### config.mk
export PLATFORM = sky130hd
export DESIGN_NAME = nv_config_reg
export DESIGN_NICKNAME = d
export VERILOG_FILES = /design/src/inc/nvcfg_pkg.sv /design/src/rtl/nv_config_reg.sv /design/src/rtl/nvcfg_decode.sv
export VERILOG_INCLUDE_DIRS = /design/src /design/src/inc
export SDC_FILE = /design/constraint.sdc
export NUM_CORES = 1
export LEC_CHECK = 0
export ABC_AREA = 1
export CELL_PAD_IN_SITES_DETAIL_PLACEMENT = 1
export CELL_PAD_IN_SITES_GLOBAL_PLACEMENT = 2
export CORE_MARGIN = 8
export CORE_UTILIZATION = 41
export DETAILED_ROUTE_END_ITERATION = 12
export DONT_BUFFER_PORTS = 1
export PLACE_DENSITY = 0.92
export SYNTH_ARGS = -nofsm -noshare
export SYNTH_HDL_FRONTEND = slang
export SYNTH_SLANG_ARGS = --single-unit
export TNS_END_PERCENT = 20
### constraint.sdc
create_clock -name core_clk -period 5.7 [get_ports core_clk]
set_input_delay 0.285 -clock core_clk [delete_from_list [all_inputs] [get_ports core_clk]]
set_output_delay 0.285 -clock core_clk [all_outputs]
set_load 0.02 [all_outputs]
### src/inc/nvcfg_cfg.svh
/*
  Constants for the nonvolatile configuration register block: field
  positions, reset values, decode defaults and program timing.
  Assumes a 20 MHz core clock and inclusion by bare name.
*/
// Overview of operation
// - Bits 15:12 give fast-read dummy cycles
// - Codes 0000 and 1111 both mean default
// - Bits 11:9 pick execute-in-place mode at boot
// - Bit 4 high enables hold/reset pin
// - Bit 3 low selects quad protocol
// - Bit 2 low selects dual protocol
// - Both low gives quad, quad wins
// - Settings take effect only after power-on
// - Stored value starts as all ones
// - Access only through read/write register commands; the storedWord port also shows the stored word directly
// - Boot copies stored word into working config
// - Write-in-progress shows busy during programming
`ifndef NVCFG_CFG_SVH
`define NVCFG_CFG_SVH

// Field positions
`define NVCFG_DUMMY_HI      15
`define NVCFG_DUMMY_LO      12
`define NVCFG_EXEC_HI       11
`define NVCFG_EXEC_LO       9
`define NVCFG_DRV_HI        8
`define NVCFG_DRV_LO        6
`define NVCFG_HOLD_BIT      4
`define NVCFG_QUAD_BIT      3
`define NVCFG_DUAL_BIT      2

// Reset and decode values
`define NVCFG_FACTORY_VALUE 16'hffff
`define NVCFG_DUMMY_DEF_A   4'h0
`define NVCFG_DUMMY_DEF_B   4'hf
`define NVCFG_DUMMY_DEFAULT 4'ha
`define NVCFG_DRV_DEFAULT   3'h7
`define NVCFG_DRV_RSV_A     3'h0
`define NVCFG_DRV_RSV_B     3'h4

// Program timing
`define NVCFG_CLK_PERIOD_NS 50
`define NVCFG_PROG_TIME_NS  100000
`define NVCFG_PROG_CYCLES   ((`NVCFG_PROG_TIME_NS + `NVCFG_CLK_PERIOD_NS - 1) / `NVCFG_CLK_PERIOD_NS)
`define NVCFG_CNT_W         12

`endif

### src/inc/nvcfg_pkg.sv
/*
  Types for the nonvolatile configuration register block.
  Assumes nothing beyond a SystemVerilog compiler.
*/
package nvcfg_pkg;

  typedef enum logic [1:0] {
    CMD_READ_NV   = 2'h0,
    CMD_WRITE_NV  = 2'h1,
    CMD_READ_STAT = 2'h2,
    CMD_NONE      = 2'h3
  } cmd_op_t;

  typedef enum logic [2:0] {
    EXEC_FAST     = 3'h0,
    EXEC_DUAL_OUT = 3'h1,
    EXEC_DUAL_IO  = 3'h2,
    EXEC_QUAD_OUT = 3'h3,
    EXEC_QUAD_IO  = 3'h4,
    EXEC_RSV_A    = 3'h5,
    EXEC_RSV_B    = 3'h6,
    EXEC_OFF      = 3'h7
  } exec_mode_t;

  typedef enum logic [1:0] {
    PROTO_EXT  = 2'h0,
    PROTO_DUAL = 2'h1,
    PROTO_QUAD = 2'h2
  } proto_t;

  typedef struct packed {
    logic [3:0] dummyCycles;
    logic       dummyDefault;
    exec_mode_t executeInPlaceMode;
    logic       executeInPlaceOn;
    logic [2:0] drvStrength;
    logic       holdResetEn;
    proto_t     protocol;
  } work_cfg_t;

endpackage

### src/rtl/nv_config_reg.sv
/*
  Nonvolatile configuration register with its command engine and the
  working configuration loaded from it at every boot.
  Assumes a command source that issues one-cycle requests synchronous
  to core_clk, and a power-on pulse from the supply supervisor.
*/
`timescale 1ns/1ps
`include "nvcfg_cfg.svh"

module nv_config_reg (
  // Clock and reset
  input  wire logic                 core_clk,
  input  wire logic                 rst,
  // Power-on event
  input  wire logic                 powerOn,
  // Command request
  input  wire logic                 cmdValid,
  input  wire nvcfg_pkg::cmd_op_t   cmdOp,
  input  wire logic [15:0]          cmdData,
  // Command answer
  output logic                      rspValid,
  output logic [15:0]               rspData,
  output logic                      cmdRejected,
  output logic                      writeDone,
  // Status
  output logic                      writeInProgress,
  output logic                      booting,
  // Working configuration and stored word
  output nvcfg_pkg::work_cfg_t      workCfg,
  output logic [15:0]               storedWord
);
  import nvcfg_pkg::*;

  typedef enum logic [2:0] {
    ST_BOOT = 3'b001,
    ST_IDLE = 3'b010,
    ST_PROG = 3'b100
  } state_t;

  localparam logic [`NVCFG_CNT_W-1:0] PROG_LAST =
    `NVCFG_CNT_W'(`NVCFG_PROG_CYCLES - 1);

  state_t                   state_ff;
  state_t                   nxt_state;
  logic [15:0]              nvWord_ff;
  logic [15:0]              pendWord_ff;
  logic [`NVCFG_CNT_W-1:0]  progCnt_ff;
  work_cfg_t                workCfg_ff;
  work_cfg_t                decoded;
  logic                     rspValid_ff;
  logic [15:0]              rspData_ff;
  logic                     cmdRejected_ff;
  logic                     writeDone_ff;
  logic                     bootReq_ff;
  logic                     progEnd;
  logic                     acceptWrite;
  logic                     acceptRead;
  logic                     acceptStat;
  logic                     badCmd;
  logic                     bootDue;

  nvcfg_decode u_decode (
    .word (nvWord_ff),
    .cfg  (decoded)
  );

  // Pending power-on wins over a write, which is then refused, not lost
  assign bootDue     = powerOn || bootReq_ff;
  assign acceptRead  = cmdValid && (cmdOp == CMD_READ_NV);
  assign acceptStat  = cmdValid && (cmdOp == CMD_READ_STAT);
  assign acceptWrite = cmdValid && (cmdOp == CMD_WRITE_NV) && (state_ff == ST_IDLE) &&
                       !bootDue;
  assign badCmd      = cmdValid && ((cmdOp == CMD_NONE) ||
                       ((cmdOp == CMD_WRITE_NV) && !acceptWrite));
  assign progEnd     = (state_ff == ST_PROG) && (progCnt_ff == PROG_LAST);

  // Sequencer
  always_comb begin
    nxt_state = state_ff;
    unique case (state_ff)
      ST_BOOT: begin
        nxt_state = ST_IDLE;
      end
      ST_IDLE: begin
        if (bootDue) begin
          nxt_state = ST_BOOT;
        end else if (acceptWrite) begin
          nxt_state = ST_PROG;
        end
      end
      ST_PROG: begin
        if (progEnd) begin
          nxt_state = bootDue ? ST_BOOT : ST_IDLE;
        end
      end
    endcase
  end

  always_ff @(posedge core_clk or posedge rst) begin
    if (rst) begin
      state_ff <= ST_BOOT;
    end else begin
      state_ff <= nxt_state;
    end
  end

  // Power-on during programming waits for the commit
  // One in the boot cycle is served by that same load
  always_ff @(posedge core_clk or posedge rst) begin
    if (rst) begin
      bootReq_ff <= 1'b0;
    end else if (powerOn && (state_ff == ST_PROG)) begin
      bootReq_ff <= 1'b1;
    end else if (state_ff == ST_BOOT) begin
      bootReq_ff <= 1'b0;
    end
  end

  // Program timer
  always_ff @(posedge core_clk or posedge rst) begin
    if (rst) begin
      progCnt_ff <= '0;
    end else if (state_ff != ST_PROG) begin
      progCnt_ff <= '0;
    end else if (!progEnd) begin
      progCnt_ff <= progCnt_ff + `NVCFG_CNT_W'(1);
    end
  end

  // Word captured at write, committed at end of programming
  always_ff @(posedge core_clk or posedge rst) begin
    if (rst) begin
      pendWord_ff <= `NVCFG_FACTORY_VALUE;
    end else if (acceptWrite) begin
      pendWord_ff <= cmdData;
    end
  end

  // Stored word, all ones from the factory
  always_ff @(posedge core_clk or posedge rst) begin
    if (rst) begin
      nvWord_ff <= `NVCFG_FACTORY_VALUE;
    end else if (progEnd) begin
      nvWord_ff <= pendWord_ff;
    end
  end

  // Working configuration changes only on a boot load
  always_ff @(posedge core_clk or posedge rst) begin
    if (rst) begin
      workCfg_ff.dummyCycles        <= `NVCFG_DUMMY_DEFAULT;
      workCfg_ff.dummyDefault       <= 1'b1;
      workCfg_ff.executeInPlaceMode <= EXEC_OFF;
      workCfg_ff.executeInPlaceOn   <= 1'b0;
      workCfg_ff.drvStrength        <= `NVCFG_DRV_DEFAULT;
      workCfg_ff.holdResetEn        <= 1'b1;
      workCfg_ff.protocol           <= PROTO_EXT;
    end else if (state_ff == ST_BOOT) begin
      workCfg_ff <= decoded;
    end
  end

  // Read answers
  always_ff @(posedge core_clk or posedge rst) begin
    if (rst) begin
      rspValid_ff <= 1'b0;
      rspData_ff  <= 16'h0000;
    end else begin
      rspValid_ff <= acceptRead || acceptStat;
      if (acceptRead) begin
        rspData_ff <= nvWord_ff;
      end else if (acceptStat) begin
        rspData_ff <= {15'h0000, (state_ff == ST_PROG)};
      end
    end
  end

  // Event pulses
  always_ff @(posedge core_clk or posedge rst) begin
    if (rst) begin
      cmdRejected_ff <= 1'b0;
      writeDone_ff   <= 1'b0;
    end else begin
      cmdRejected_ff <= badCmd;
      writeDone_ff   <= progEnd;
    end
  end

  assign rspValid        = rspValid_ff;
  assign rspData         = rspData_ff;
  assign cmdRejected     = cmdRejected_ff;
  assign writeDone       = writeDone_ff;
  assign writeInProgress = (state_ff == ST_PROG);
  assign booting         = (state_ff == ST_BOOT);
  assign workCfg         = workCfg_ff;
  assign storedWord      = nvWord_ff;

endmodule

### src/rtl/nvcfg_decode.sv
/*
  Combinational decode of the stored configuration word into the
  working configuration fields.
  Assumes the caller registers the result where it is used.
*/
`timescale 1ns/1ps
`include "nvcfg_cfg.svh"

module nvcfg_decode (
  // Stored word
  input  wire logic [15:0]           word,
  // Decoded fields
  output nvcfg_pkg::work_cfg_t       cfg
);
  import nvcfg_pkg::*;

  logic [3:0] dummyCode;
  logic [2:0] execCode;
  logic [2:0] drvCode;

  always_comb begin
    dummyCode = word[`NVCFG_DUMMY_HI:`NVCFG_DUMMY_LO];
    execCode  = word[`NVCFG_EXEC_HI:`NVCFG_EXEC_LO];
    drvCode   = word[`NVCFG_DRV_HI:`NVCFG_DRV_LO];
    cfg       = '0;
    // Default code pair collapses onto one count
    if (dummyCode == `NVCFG_DUMMY_DEF_A || dummyCode == `NVCFG_DUMMY_DEF_B) begin
      cfg.dummyCycles  = `NVCFG_DUMMY_DEFAULT;
      cfg.dummyDefault = 1'b1;
    end else begin
      cfg.dummyCycles  = dummyCode;
      cfg.dummyDefault = 1'b0;
    end
    // Reserved modes behave as disabled
    unique case (execCode)
      EXEC_FAST, EXEC_DUAL_OUT, EXEC_DUAL_IO, EXEC_QUAD_OUT, EXEC_QUAD_IO: begin
        cfg.executeInPlaceMode = exec_mode_t'(execCode);
        cfg.executeInPlaceOn   = 1'b1;
      end
      default: begin
        cfg.executeInPlaceMode = EXEC_OFF;
        cfg.executeInPlaceOn   = 1'b0;
      end
    endcase
    // Reserved strengths fall back to the default drive
    if (drvCode == `NVCFG_DRV_RSV_A || drvCode == `NVCFG_DRV_RSV_B) begin
      cfg.drvStrength = `NVCFG_DRV_DEFAULT;
    end else begin
      cfg.drvStrength = drvCode;
    end
    cfg.holdResetEn = word[`NVCFG_HOLD_BIT];
    if (!word[`NVCFG_QUAD_BIT]) begin
      cfg.protocol = PROTO_QUAD;
    end else if (!word[`NVCFG_DUAL_BIT]) begin
      cfg.protocol = PROTO_DUAL;
    end else begin
      cfg.protocol = PROTO_EXT;
    end
    // Bits 5 and 1:0 are never looked at
  end

endmodule

* Word level (Yosys, flattened, before mapping) *
Cells that the tools add are included.

storage, ports and cells
  register bits after elaboration = 82
  bits in latches = 0
  bits in writable memories = 0
  bits in read-only memories = 0
  input bits = 22
  output and inout bits = 52
  memories = 0

cells by class
  add/subtract/negate cells = 1
  multiply operators = 0
  div/mod/pow operators = 0
  $lt $le $gt $ge = 0
  equality and inequality tests = 17
  shifts and indexed selects = 0
  mux-type cells = 16
  bitwise logic cells = 0
  reduce and logical (&&, ||, !) cells = 24

operator list
  cell                                                               count
  16-bit two-way mux                                                 2
  12-bit two-way mux                                                 2
  12-bit by 1-bit adder with 12-bit output, second input constant    1
  12-bit by 11-bit == test with 1-bit output, second input constant  1
  3-bit two-way mux                                                  4
  3-bit by 2-bit == test with 1-bit output, second input constant    3
  3-bit == test, second input constant                               3
  1-bit logical AND                                                  9
  3-bit one-hot mux with 3 select lines                              1
  3-bit by 1-bit == test with 1-bit output, second input constant    2
  3-bit zero test                                                    2
  3-bit != test, second input constant                               2
  1-bit logical OR                                                   5
  5-bit two-way mux                                                  1
  5-bit OR reduction                                                 1
  2-bit == test, second input constant                               2
  4-bit == test, second input constant                               1
  4-bit zero test                                                    1
  2-bit two-way mux                                                  2
  4-bit two-way mux                                                  1
  2-bit by 1-bit != test with 1-bit output, second input constant    2
  2-bit nonzero test                                                 2
  1-bit two-way mux                                                  3
  2-bit by 1-bit == test with 1-bit output, second input constant    1
  other kinds (3)                                                    4

* Logic depth before layout (Yosys ltp) *
Gate-level depths: netlist of run 1.

  depth after elaboration = 8
  gate-level depth with buffers = 9
  gate-level depth less buffers = 7

* By module *
A second synthesis of run 1 with hierarchy kept.

second synthesis, totals
  cells, all modules = 392
  area total of the unflattened synthesis = 3619.7 sq um

by module, submodules not included
  module         instances  cells each  area an instance (sq um)  seq. area each (sq um)
  nv_config_reg  1          364         3487.1                    2105.8
  nvcfg_decode   1          28          132.6                     0.0

* Worst setup path before layout of run 1 *
OpenSTA, ideal clock, no wires.

  kind = register -> register
  start = reg state_ff[0]
  end = reg workCfg_ff, in the netlist workCfg[0]
  library setup time = 0.125 ns
  data arrival time = 1.386 ns
  slack = 4.189 ns
  stages on the path, launching flop included = 7
  buffers on the path = 1
  cells stage by stage = dfstp_2 > inv_1 > nor3_4 > inv_4 > buf_6 > nand2_1 > o31ai_1

on the way
  word-level cells in the longest chain between the ends = 1

ends and longest elaborated chain
  what                                      RTL line              RTL
  start, declared                           nv_config_reg.sv:43   state_t state_ff;
  start signal, assigned                    nv_config_reg.sv:103  state_ff <= nxt_state;
  3-bit by 1-bit == test with 1-bit output  n/a
  named net booting                         nv_config_reg.sv:27   output logic booting,
  end signal, assigned                      nv_config_reg.sv:159  workCfg_ff <= decoded;
  end, declared                             nv_config_reg.sv:48   work_cfg_t workCfg_ff;

The timed path passes the listed nets, and every way through them passes these cells.
A chain may end at the register's enable or synchronous reset.

* Final worst setup path of run 1 *
  start = reg state_ff[0]
  end = out booting

on the way
  word-level cells in the longest chain between the ends = 1

ends and longest elaborated chain
  what                                      RTL line              RTL
  3-bit by 1-bit == test with 1-bit output  nv_config_reg.sv:194  assign booting = (state_ff == ST_BOOT);
  end, declared                             nv_config_reg.sv:27

No other way between the ends.

==> results of run 1 <==
[cell usage after synthesis]
| master | n | area [um^2] |
|---|---|---|
| a21oi_1 | 7 | 35.0 |
| a21oi_2 | 1 | 8.76 |
| a2bb2oi_1 | 2 | 17.5 |
| a31oi_1 | 1 | 6.26 |
| a32o_1 | 4 | 40.0 |
| and2_1 | 1 | 6.26 |
| buf_4 | 1 | 7.51 |
| buf_6 | 7 | 78.8 |
| clkbuf_1 | 2 | 7.51 |
| dfrtp_1 | 39 | 976 |
| dfstp_2 | 43 | 1130 |
| ha_1 | 1 | 12.5 |
| inv_1 | 29 | 109 |
| inv_2 | 2 | 7.51 |
| inv_4 | 2 | 12.5 |
| nand2_1 | 157 | 589 |
| nand2_2 | 2 | 12.5 |
| nand2_4 | 1 | 11.3 |
| nand3_1 | 9 | 45.0 |
| nand3_2 | 2 | 20.0 |
| nand3_4 | 1 | 17.5 |
| nand4_1 | 3 | 18.8 |
| nand4_4 | 1 | 21.3 |
| nor2_1 | 21 | 78.8 |
| nor2_4 | 3 | 33.8 |
| nor2_8 | 3 | 60.1 |
| nor3_1 | 5 | 25.0 |
| nor3_4 | 1 | 16.3 |
| o21ai_0 | 18 | 90.1 |
| o21ai_2 | 4 | 35.0 |
| o21bai_1 | 1 | 7.51 |
| o22ai_1 | 3 | 18.8 |
| o31ai_1 | 1 | 7.51 |
| xor2_1 | 1 | 8.76 |
[flip-flops by register name, summed over array words and instances (netlist names)]
signal / cells
bootReq_ff: 1
rspValid: 1
workCfg: 15
cmdRejected: 1
writeDone: 1
storedWord: 16
progCnt_ff: 12
pendWord_ff: 16
rspData: 16
state_ff: 3
[area by class of cell]
type                       instances  area share, %
timing repair buffer               4          0.968
clock inverter                     7           2.61
multi-input combinational        254           32.1
inverter                          33           3.36
clock buffer                       9           3.19
sequential                        82           54.3
tap                              108           3.49
[power groups by stage]
stage / Clock, W / Sequential, W / Combinational (W)
finish: 0.000477 / 0.000588 / 0.0000200
CTS: 0.000491 / 0.000588 / 0.0000198
floorplan: 0 / 0.000597 / 0.0000149
global placement: 0 / 0.000598 / 0.0000189
detailed placement: 0 / 0.000598 / 0.0000194
global route: 0.000519 / 0.000588 / 0.0000237
[critical path: stages, from the launching register on]
cell	delay, ns
dfstp_2	0.54
inv_1	0.09
nor3_4	0.56
[how the worst max path moves through the flow]
stage / to / slack [ns] / cells past startpoint
5_1_grt: workCfg[11] / 3.78 / 6
2_1_floorplan: bootReq_ff / 3.38 / 1
6_report: booting / 3.87 / 2
4_1_cts: booting / 3.83 / 2
3_5_place_dp: workCfg[11] / 3.89 / 6
3_3_place_gp: workCfg[11] / 3.98 / 6
[stage by stage]
| step | instance area (um^2) | hold WS (ns) |
|---|---|---|
| finish | 3880 | 0.00887 |
| global route | 3880 | 0.000240 |
| CTS | 3860 | 0.0000927 |
| detailed placement | 3620 | 0.386 |
| global placement | 3620 | 0.382 |
| floorplan | 3570 | 0.379 |
[routing by layer]
| metal | vias to the layer above | track usage [%] | share of wire, % |
|---|---|---|---|
| met5 | - | 0 | 0 |
| met4 | 0 | 5.79 | 1.2 |
| met3 | 10 | 5.74 | 7.8 |
| met2 | 57 | 26.4 | 48 |
| met1 | 1266 | 19.7 | 43 |
| li1 | 1211 | - | - |
[cell families after synthesis]
| logic type | after synthesis | synth area share, % |
|---|---|---|
| AOI/OAI and AO/OA | 42 | 7.46 |
| xor gates and xnor gates | 1 | 0.245 |
| adders and majority gates | 1 | 0.350 |
| buffers and inverters | 43 | 6.23 |
| DFF | 82 | 58.9 |
| and+or+nand+nor | 210 | 26.8 |
==> results.json, run 1 <==
{
  "clk_pin_slew_ns": 0.09,
  "fmax_ghz": 0.547,
  "cts_root_buffer": "clkbuf_8",
  "cts_tree": "done",
  "syn-num-nets": 402,
  "critPathKind": "reg -> out",
  "r2r-end": "workCfg[11]",
  "fin_setup_tns_ns": 0,
  "synth-seq-area-share_pct": 58.9,
  "grt_max_degree": 83,
  "grt_use_total_pct": 16.3,
  "crit_path_start": "state_ff[0]",
  "comb_power_share_pct": 1.8,
  "p_sw_share_pct": 22.6,
  "p_seq_share_pct": 54.2,
  "multi_input_area_um2": 1240,
  "cts_setup_buffers": 0,
  "cellPowerDensity_nw_per_um2": 280,
  "power.total_w": 0.00109,
  "start_kind": "flip-flop",
  "maxCapViolCount": 0,
  "dpl_worst_slack_ns": 3.89,
  "clock_sinks": 82,
  "rows": 34,
  "place.gp.congestion": 0.759,
  "status": "finished, final reports clean",
  "overflow": 0,
  "slew_violations": 0,
  "ys_types": 34,
  "pin_count": 74,
  "period_minus_slack_ns": 1.83,
  "viasPerCell": 5.12,
  "post-place-cells": 478,
  "switchingPower_w": 0.000246,
  "hold_depth": 2,
  "reg2reg_depth": 6,
  "coreArea_um2": 8590,
  "setup_ws_ns": 3.87,
  "maxSlewHeadroom_pct": 30.9,
  "p_leak_nw": 1.83,
  "drt_iter0_drc": 103,
  "worst_slew_pin_slew_ns": 1.04,
  "cp-end-kind": "primary output",
  "fin_worst_skew_ns": 0.00941,
  "setup_violations": 0,
  "fp.dieArea_um2": 12000,
  "final_common_cell": "nand2_1",
  "reg2reg_from": "state_ff[0]",
  "hold_path_class": "in -> reg",
  "vias": 2544,
  "drive_above_1_share_pct": 21.6,
  "area_delta_synth_final_pct": 8.55,
  "syn_inst": 379,
  "worst_ep_required_time_ns": 5.41,
  "cp.arrival_ns": 1.54,
  "power_frac_clock_pct": 44.0,
  "rsz0062_at_grt": "no",
  "peakVddDrop_mv": 0.117,
  "ctsHoldBuffers": 1,
  "syn_area_per_cell_um2": 9.43,
  "fin_nets": 407,
  "p_int_w": 0.000839,
  "io_buffers": 0,
  "layout_common_cells": "nand2_1, dfstp_2, dfrtp_1",
  "final-hold-violation-count": 0,
  "ys_ff_latch": 82,
  "die_x_um": 109,
  "period_share_pct": 32.1,
  "cts_resized": 0,
  "holdPathEnd": "pendWord_ff[13]",
  "final_core_util_pct": 45.1,
  "avgRoutedWirePerCell_um": 18.0,
  "floorplan.initialDensity_pct": 41.6,
  "netlist_area_um2": 3570,
  "regToRegSetupSlack_ns": 3.89,
  "cts_buffers": 9,
  "route.detailed.drc": 0,
  "first_pass_iters": 4,
  "clockBufferDepth": 2,
  "hold_start": "cmdData[13]",
  "crit_path_max_fanout": 10,
  "antenna_found_initial": 0,
  "antennaDiodeCount": 0,
  "finalNonFillerCells": 497,
  "n_fill_cell": 1038,
  "synth_warnings": 0,
  "insertion_delay_ns": 0.36,
  "finalWirelength_mm": 8.95,
  "die_height_um": 109,
  "h-tree-depth": 3,
  "antenna_left": 0,
  "grt_first_pass_wirelength_mm": 14.9,
  "final-seq-area_um2": 2110,
  "grt_pass1_vias": 2806,
  "dp_hpwl_mm": 6.45
}
(Power assumes the default switching activity.)
==> run 2: changes to the inputs <==
- CORE_UTILIZATION: 41 -> 34
- PLACE_DENSITY: 0.92 -> 0.83
- clock period: 5.7 -> 1.5 ns (I/O delays scaled with it)
==> run 2 against run 1 <==
  * Design area grew 10%
  * Largest power group unchanged
  * Clock skew hardly changed
  * Wire length grew 3.9%
  * Largest cell class unchanged
  * Flip-flop and latch count unchanged
==> results.json, run 2 (synthesis gave the netlist of run 1 again) <==
{
  "vias": 2637,
  "setup_violations": 0,
  "final-hold-violation-count": 0,
  "antenna_left": 0,
  "coreArea_um2": 10300,
  "period_minus_slack_ns": 1.45,
  "drt_iter0_drc": 142,
  "hold_start": "cmdOp[1]",
  "area_delta_synth_final_pct": 19.5,
  "path_buf_inv": 1,
  "crit_slowest_cell": "dfrtp_1",
  "grt_pass1_vias": 2806,
  "power.total_w": 0.00375,
  "holdPathEnd": "cmdRejected",
  "drive_above_1_share_pct": 24.2,
  "worst_ep_required_time_ns": 1.80,
  "regToRegSetupSlack_ns": 0.05,
  "clock_sinks": 82,
  "final_core_util_pct": 41.6,
  "grt_max_degree": 55,
  "cellPowerDensity_nw_per_um2": 879,
  "slowest_delay_ns": 0.41,
  "grt_use_total_pct": 13.6,
  "cp-end-kind": "flip-flop",
  "route.detailed.drc": 0,
  "antenna_found_initial": 0,
  "grt_first_pass_wirelength_mm": 15.3,
  "hold_depth": 4,
  "clockBufferDepth": 2,
  "die_height_um": 119,
  "fin_worst_skew_ns": 0.00934,
  "worst_slew_pin_slew_ns": 0.635,
  "dp_hpwl_mm": 6.77,
  "maxCapViolCount": 0,
  "overflow": 0,
  "critPathKind": "reg -> reg",
  "place.gp.congestion": 0.797,
  "cp.arrival_ns": 1.74,
  "cts_root_buffer": "clkbuf_8",
  "fin_nets": 447,
  "period_share_pct": 96.5,
  "pin_count": 74,
  "path_cells": "ha_4 > nand2_4 > nor2_8 > nand3_4 > nor2_4 > buf_4",
  "rsz0062_at_grt": "yes",
  "fp.dieArea_um2": 14000,
  "hold_path_class": "in -> reg",
  "maxSlewHeadroom_pct": 57.5,
  "layout_common_cells": "nand2_1, dfstp_2, dfrtp_1",
  "crit_path_max_fanout": 9,
  "first_pass_iters": 4,
  "slew_violations": 0,
  "fmax_ghz": 0.691,
  "antennaDiodeCount": 0,
  "peakVddDrop_mv": 0.298,
  "viasPerCell": 4.67,
  "crit_path_start": "progCnt_ff[1]",
  "whs_ns": 0.0389,
  "insertion_delay_ns": 0.36,
  "clk_pin_slew_ns": 0.08,
  "cts_buffers": 9,
  "p_leak_nw": 2.01,
  "cts_tree": "done",
  "reg2reg_from": "progCnt_ff[1]",
  "die_x_um": 119,
  "finalWirelength_mm": 9.30,
  "io_buffers": 0,
  "start_kind": "flip-flop",
  "rows": 37,
  "path_delay_family": "simple AND/OR/NAND/NOR gates",
  "h-tree-depth": 3,
  "status": "finished, final reports clean",
  "floorplan.initialDensity_pct": 34.8,
  "reg2reg_depth": 6,
  "r2r-end": "writeDone",
  "avgRoutedWirePerCell_um": 16.5,
  "final_common_cell": "nand2_1"
}
## run 2: cell types whose count changed in the layout (fill, tap and decap cells not counted), sizes merged
| cell | previous run | this run |
|---|---|---|
| clkbuf | 9 | 13 |
| dlygate4sd3 | 3 | 22 |
| buf | 1 | 21 |
| nor2 | 27 | 28 |
| clkinv | 3 | 1 |
| bufinv | 2 | 0 |
## run 2: where the power goes
part	leakage, nW	internal [W]	switching [W]
Sequential	0.960	0.00222	0.0000114
Clock	0.0825	0.000615	0.000776
Combinational	0.969	0.0000539	0.0000762
## run 2: timing repair
item | in CTS | in global routing
gates cloned | 0 | 1
buffers inserted | 2 | 3
endpoints found under the hold margin | 94 | 0
hold buffers | 22 | 0
resized for setup | 3 | 7
endpoints found under the setup margin | 20 | 29
pin swaps | 1 | 3
## run 2: how the worst max path moves through the flow
| stage | end | slack [ns] | depth (start not counted) |
|---|---|---|---|
| floorplan | workCfg[0] | -0.01 | 6 |
| global placement | storedWord[13] | -0.02 | 7 |
| detailed placement | storedWord[13] | -0.03 | 7 |
| CTS | storedWord[13] | -0.003 | 7 |
| global route | storedWord[8] | -0.02 | 7 |
| finish | writeDone | 0.05 | 6 |
## run 2: metal layers
layer	vias up	track usage [%]	share of wire [%]
met5	-	0	0
met3	13	4.05	6.4
li1	1290	-	-
met4	0	5.61	1.8
met2	59	21.8	48
met1	1275	16.7	44
## run 2: area by class of cell
| cell class | instances | area (um^2) |
|---|---|---|
| flip-flops and latches | 82 | 2110 |
| repair buffers | 43 | 407 |
| well taps | 136 | 170 |
| fillers | 1220 | 6010 |
| multi-input cells | 255 | 1280 |
| clock inverters | 3 | 23.8 |
| clock buffers | 13 | 139 |
| inverters | 33 | 140 |
## run 2: tightest hold or removal path, stage by stage
cell	delay [ns]
nor2_4	0.02
nand3_2	0.11
nor2_8	0.06
nor2_1	0.08
## run 2: stage by stage
step | instances | instance area (um^2) | setup slack (ns) | TNS, ns
finish | 565 | 4270 | 0.0519 | 0
detailed placement | 521 | 3800 | -0.0265 | -0.0698
global route | 565 | 4270 | -0.0228 | -0.174
floorplan | 379 | 3580 | -0.0106 | -0.0106
CTS | 561 | 4210 | -0.00295 | -0.00295
global placement | 521 | 3800 | -0.0250 | -0.0473
==> run 3: changes to the inputs <==
- SYNTH_HIERARCHICAL: default -> 1
==> run 3 against run 2 <==
  * Sequential power hardly changed
  * Clock power is 17% higher
  * Worst setup slack worse by 0.022 ns
  * Synthesized cell count is 3.4% higher
  * Combinational power is 11% higher
  * Power is 6.7% higher
  * Via count is 5.0% higher
  * Register-to-register slack better by 0.04 ns
  * Largest cell class unchanged
==> results.json, run 3 <==
{
  "status": "finished, final reports clean",
  "vias": 2770,
  "place.gp.congestion": 0.760,
  "fmax_ghz": 0.680,
  "synth-edff-count": 0,
  "floorplan.initialDensity_pct": 35.1,
  "busiest_layer": "met2",
  "use_met1_pct": 17.5,
  "cts_tree": "done",
  "grt_first_pass_wirelength_mm": 16.5,
  "final_common_cell": "nand2_1",
  "reg2reg_from": "progCnt_ff[0]",
  "layout_common_cells": "nand2_1, dfstp_2, dfrtp_1",
  "critPathKind": "reg -> out",
  "viasPerCell": 4.80,
  "whs_ns": 0.0391,
  "overflow": 0,
  "antennaDiodeCount": 0,
  "synthTopCellsByArea": "dfstp_2, dfrtp_1, nand2_1",
  "synth_top_area_share_pct": 31.2,
  "maxSlewHeadroom_pct": 56.4,
  "p_leak_nw": 2.09,
  "grt_pass1_vias": 3034,
  "antenna_found_initial": 0,
  "fp.dieArea_um2": 14200,
  "die_x_um": 119,
  "avgRoutedWirePerCell_um": 17.1,
  "rsz0062_at_grt": "yes",
  "clock_sinks": 82,
  "synth_most_common_cell": "nand2_1",
  "setup_violations": 0,
  "route.detailed.drc": 0,
  "synth_commonest_cells": "nand2_1, dfstp_2, dfrtp_1",
  "coreArea_um2": 10300,
  "switchingPower_w": 0.000904,
  "syn-num-nets": 415,
  "cp.arrival_ns": 1.40,
  "syn_inst": 392,
  "io_buffers": 0,
  "clk_pin_slew_ns": 0.08,
  "comb_power_share_pct": 3.6,
  "antenna_left": 0,
  "worst_slew_pin_slew_ns": 0.651,
  "maxCapViolCount": 0,
  "hold_path_class": "in -> reg",
  "finalWirelength_mm": 9.84,
  "synth_compound_area_share_pct": 6.98,
  "synthSimpleGateAreaFrac_pct": 28.2,
  "synth_top_family_by_area": "simple AND/OR/NAND/NOR gates",
  "synth_xor_area_share_pct": 0.484,
  "pin_count": 74,
  "hold_start": "cmdValid",
  "start_kind": "flip-flop",
  "cellPowerDensity_nw_per_um2": 905,
  "synth-seq-area-share_pct": 58.2,
  "power_frac_clock_pct": 40.6,
  "r2r-end": "storedWord[0]",
  "p_seq_share_pct": 55.8,
  "h-tree-depth": 3,
  "synth_ff_type": "dfstp_2",
  "rows": 37,
  "final-hold-violation-count": 0,
  "synth_warnings": 6,
  "area_delta_synth_final_pct": 22.2,
  "drive_above_1_share_pct": 24.9,
  "cts_buffers": 9,
  "final-seq-area_um2": 2110,
  "grt_use_total_pct": 14.3,
  "drt_iter0_drc": 197,
  "worst_ep_required_time_ns": 1.42,
  "synth-adder-area-share_pct": 0.346,
  "netlist_area_um2": 3620,
  "insertion_delay_ns": 0.36,
  "first_pass_iters": 4,
  "cts_root_buffer": "clkbuf_8",
  "clockBufferDepth": 2,
  "yosys.area.top_type": "dfstp_2",
  "period_share_pct": 98.0,
  "n_fill_cell": 1184,
  "crit_path_max_fanout": 5,
  "holdPathEnd": "rspData[12]",
  "p_int_w": 0.00310,
  "synthArstFlopShare_pct": 100,
  "met2_usage_pct": 22.8,
  "hold_depth": 2,
  "syn_area_per_cell_um2": 9.23,
  "grt_max_degree": 38,
  "dp_hpwl_mm": 7.13,
  "fin_nets": 459,
  "multi_input_area_um2": 1360,
  "slew_violations": 0,
  "regToRegSetupSlack_ns": 0.09,
  "ys_ff_latch": 82,
  "reg2reg_depth": 8,
  "period_minus_slack_ns": 1.47,
  "die_height_um": 119,
  "p_sw_share_pct": 22.6,
  "use_met3_pct": 4.72,
  "power.total_w": 0.00400,
  "cp-end-kind": "primary output",
  "ys_types": 33,
  "peakVddDrop_mv": 0.300,
  "fin_worst_skew_ns": 0.0171,
  "synth_mux_area_share_pct": 0
}
run 3: cell types whose count changed after synthesis, moves of 4 or more:
cell / previous run / this run
nand2_1: 157 / 166
buf_6: 7 / 2
buf_2: 0 / 4
inv_2: 2 / 6
inv_1: 29 / 23
o21ai_0: 18 / 5
a32o_1: 4 / 15
buf_4: 1 / 6
nor3_1: 5 / 0
nand4_1: 3 / 17
run 3: layout make-up:
cell class / instances / area share, %
Multi-Input combinational cell: 267 / 30.7
Tap cell: 136 / 3.85
Clock inverter: 4 / 1.19
Clock buffer: 12 / 3.28
Timing Repair Buffer: 47 / 10.8
Sequential cell: 82 / 47.6
Inverter: 29 / 2.60
run 3: layer usage:
layer  up-vias  wire length [um]
li1       1350                 -
met1      1335              4280
met2        70              4650
met3        15               763
met4         0               146
met5         -                 0
run 3: power groups by stage:
stage | logic [W] | registers, W | clock network (W)
final | 0.000144 | 0.00223 | 0.00163
after global routing | 0.000163 | 0.00224 | 0.00175
after CTS | 0.000150 | 0.00223 | 0.00167
after detailed placement | 0.0000935 | 0.00227 | 0
after global placement | 0.0000915 | 0.00227 | 0
after floorplan | 0.0000578 | 0.00227 | 0
run 3: cell families (layout without fill, tap and decap cells):
logic type,after synthesis,count (layout)
and+or+nand+nor,230,232
AOI/OAI and AO/OA,32,32
xor gates and xnor gates,2,2
DFF,82,82
adders and majority gates,1,1
buffers and inverters,45,92
run 3: repair_timing:
item | in CTS | in global routing
hold buffers | 22 | 0
pin swaps | 1 | 4
hold endpoints to repair | 69 | 0
cloned | 1 | 1
buffers inserted | 0 | 7
resized for setup | 4 | 11
setup endpoints to repair | 19 | 24
run 3: critical path: stages (launching register included):
cell,delay [ns]
dfstp_2,0.55
inv_2,0.05
nor3_4,0.19
buf_6,0.14
buf_6,0.11
run 3: how the worst max path moves through the flow:
stage                  startpoint            end  slack (ns)
global placement    progCnt_ff[1]  progCnt_ff[4]        0.04
floorplan           progCnt_ff[0]  progCnt_ff[4]        0.08
CTS                   state_ff[0]        booting       -0.07
global route          state_ff[0]        booting       -0.03
detailed placement  progCnt_ff[1]  progCnt_ff[4]       -0.06
finish                state_ff[0]        booting        0.03
run 3: metrics by stage:
step / instances / util (%) / setup slack (ns) / setup TNS [ns] / area [um^2]
6_report: 577 / 42.9 / 0.0298 / 0 / 4420
3_5_place_dp: 530 / 37.5 / -0.0570 / -0.488 / 3880
4_1_cts: 569 / 41.8 / -0.0717 / -0.0907 / 4320
3_3_place_gp: 530 / 37.5 / 0.0361 / 0 / 3880
2_1_floorplan: 392 / - / 0.0765 / 0 / 3620
5_1_grt: 577 / 42.9 / -0.0313 / -0.0985 / 4420
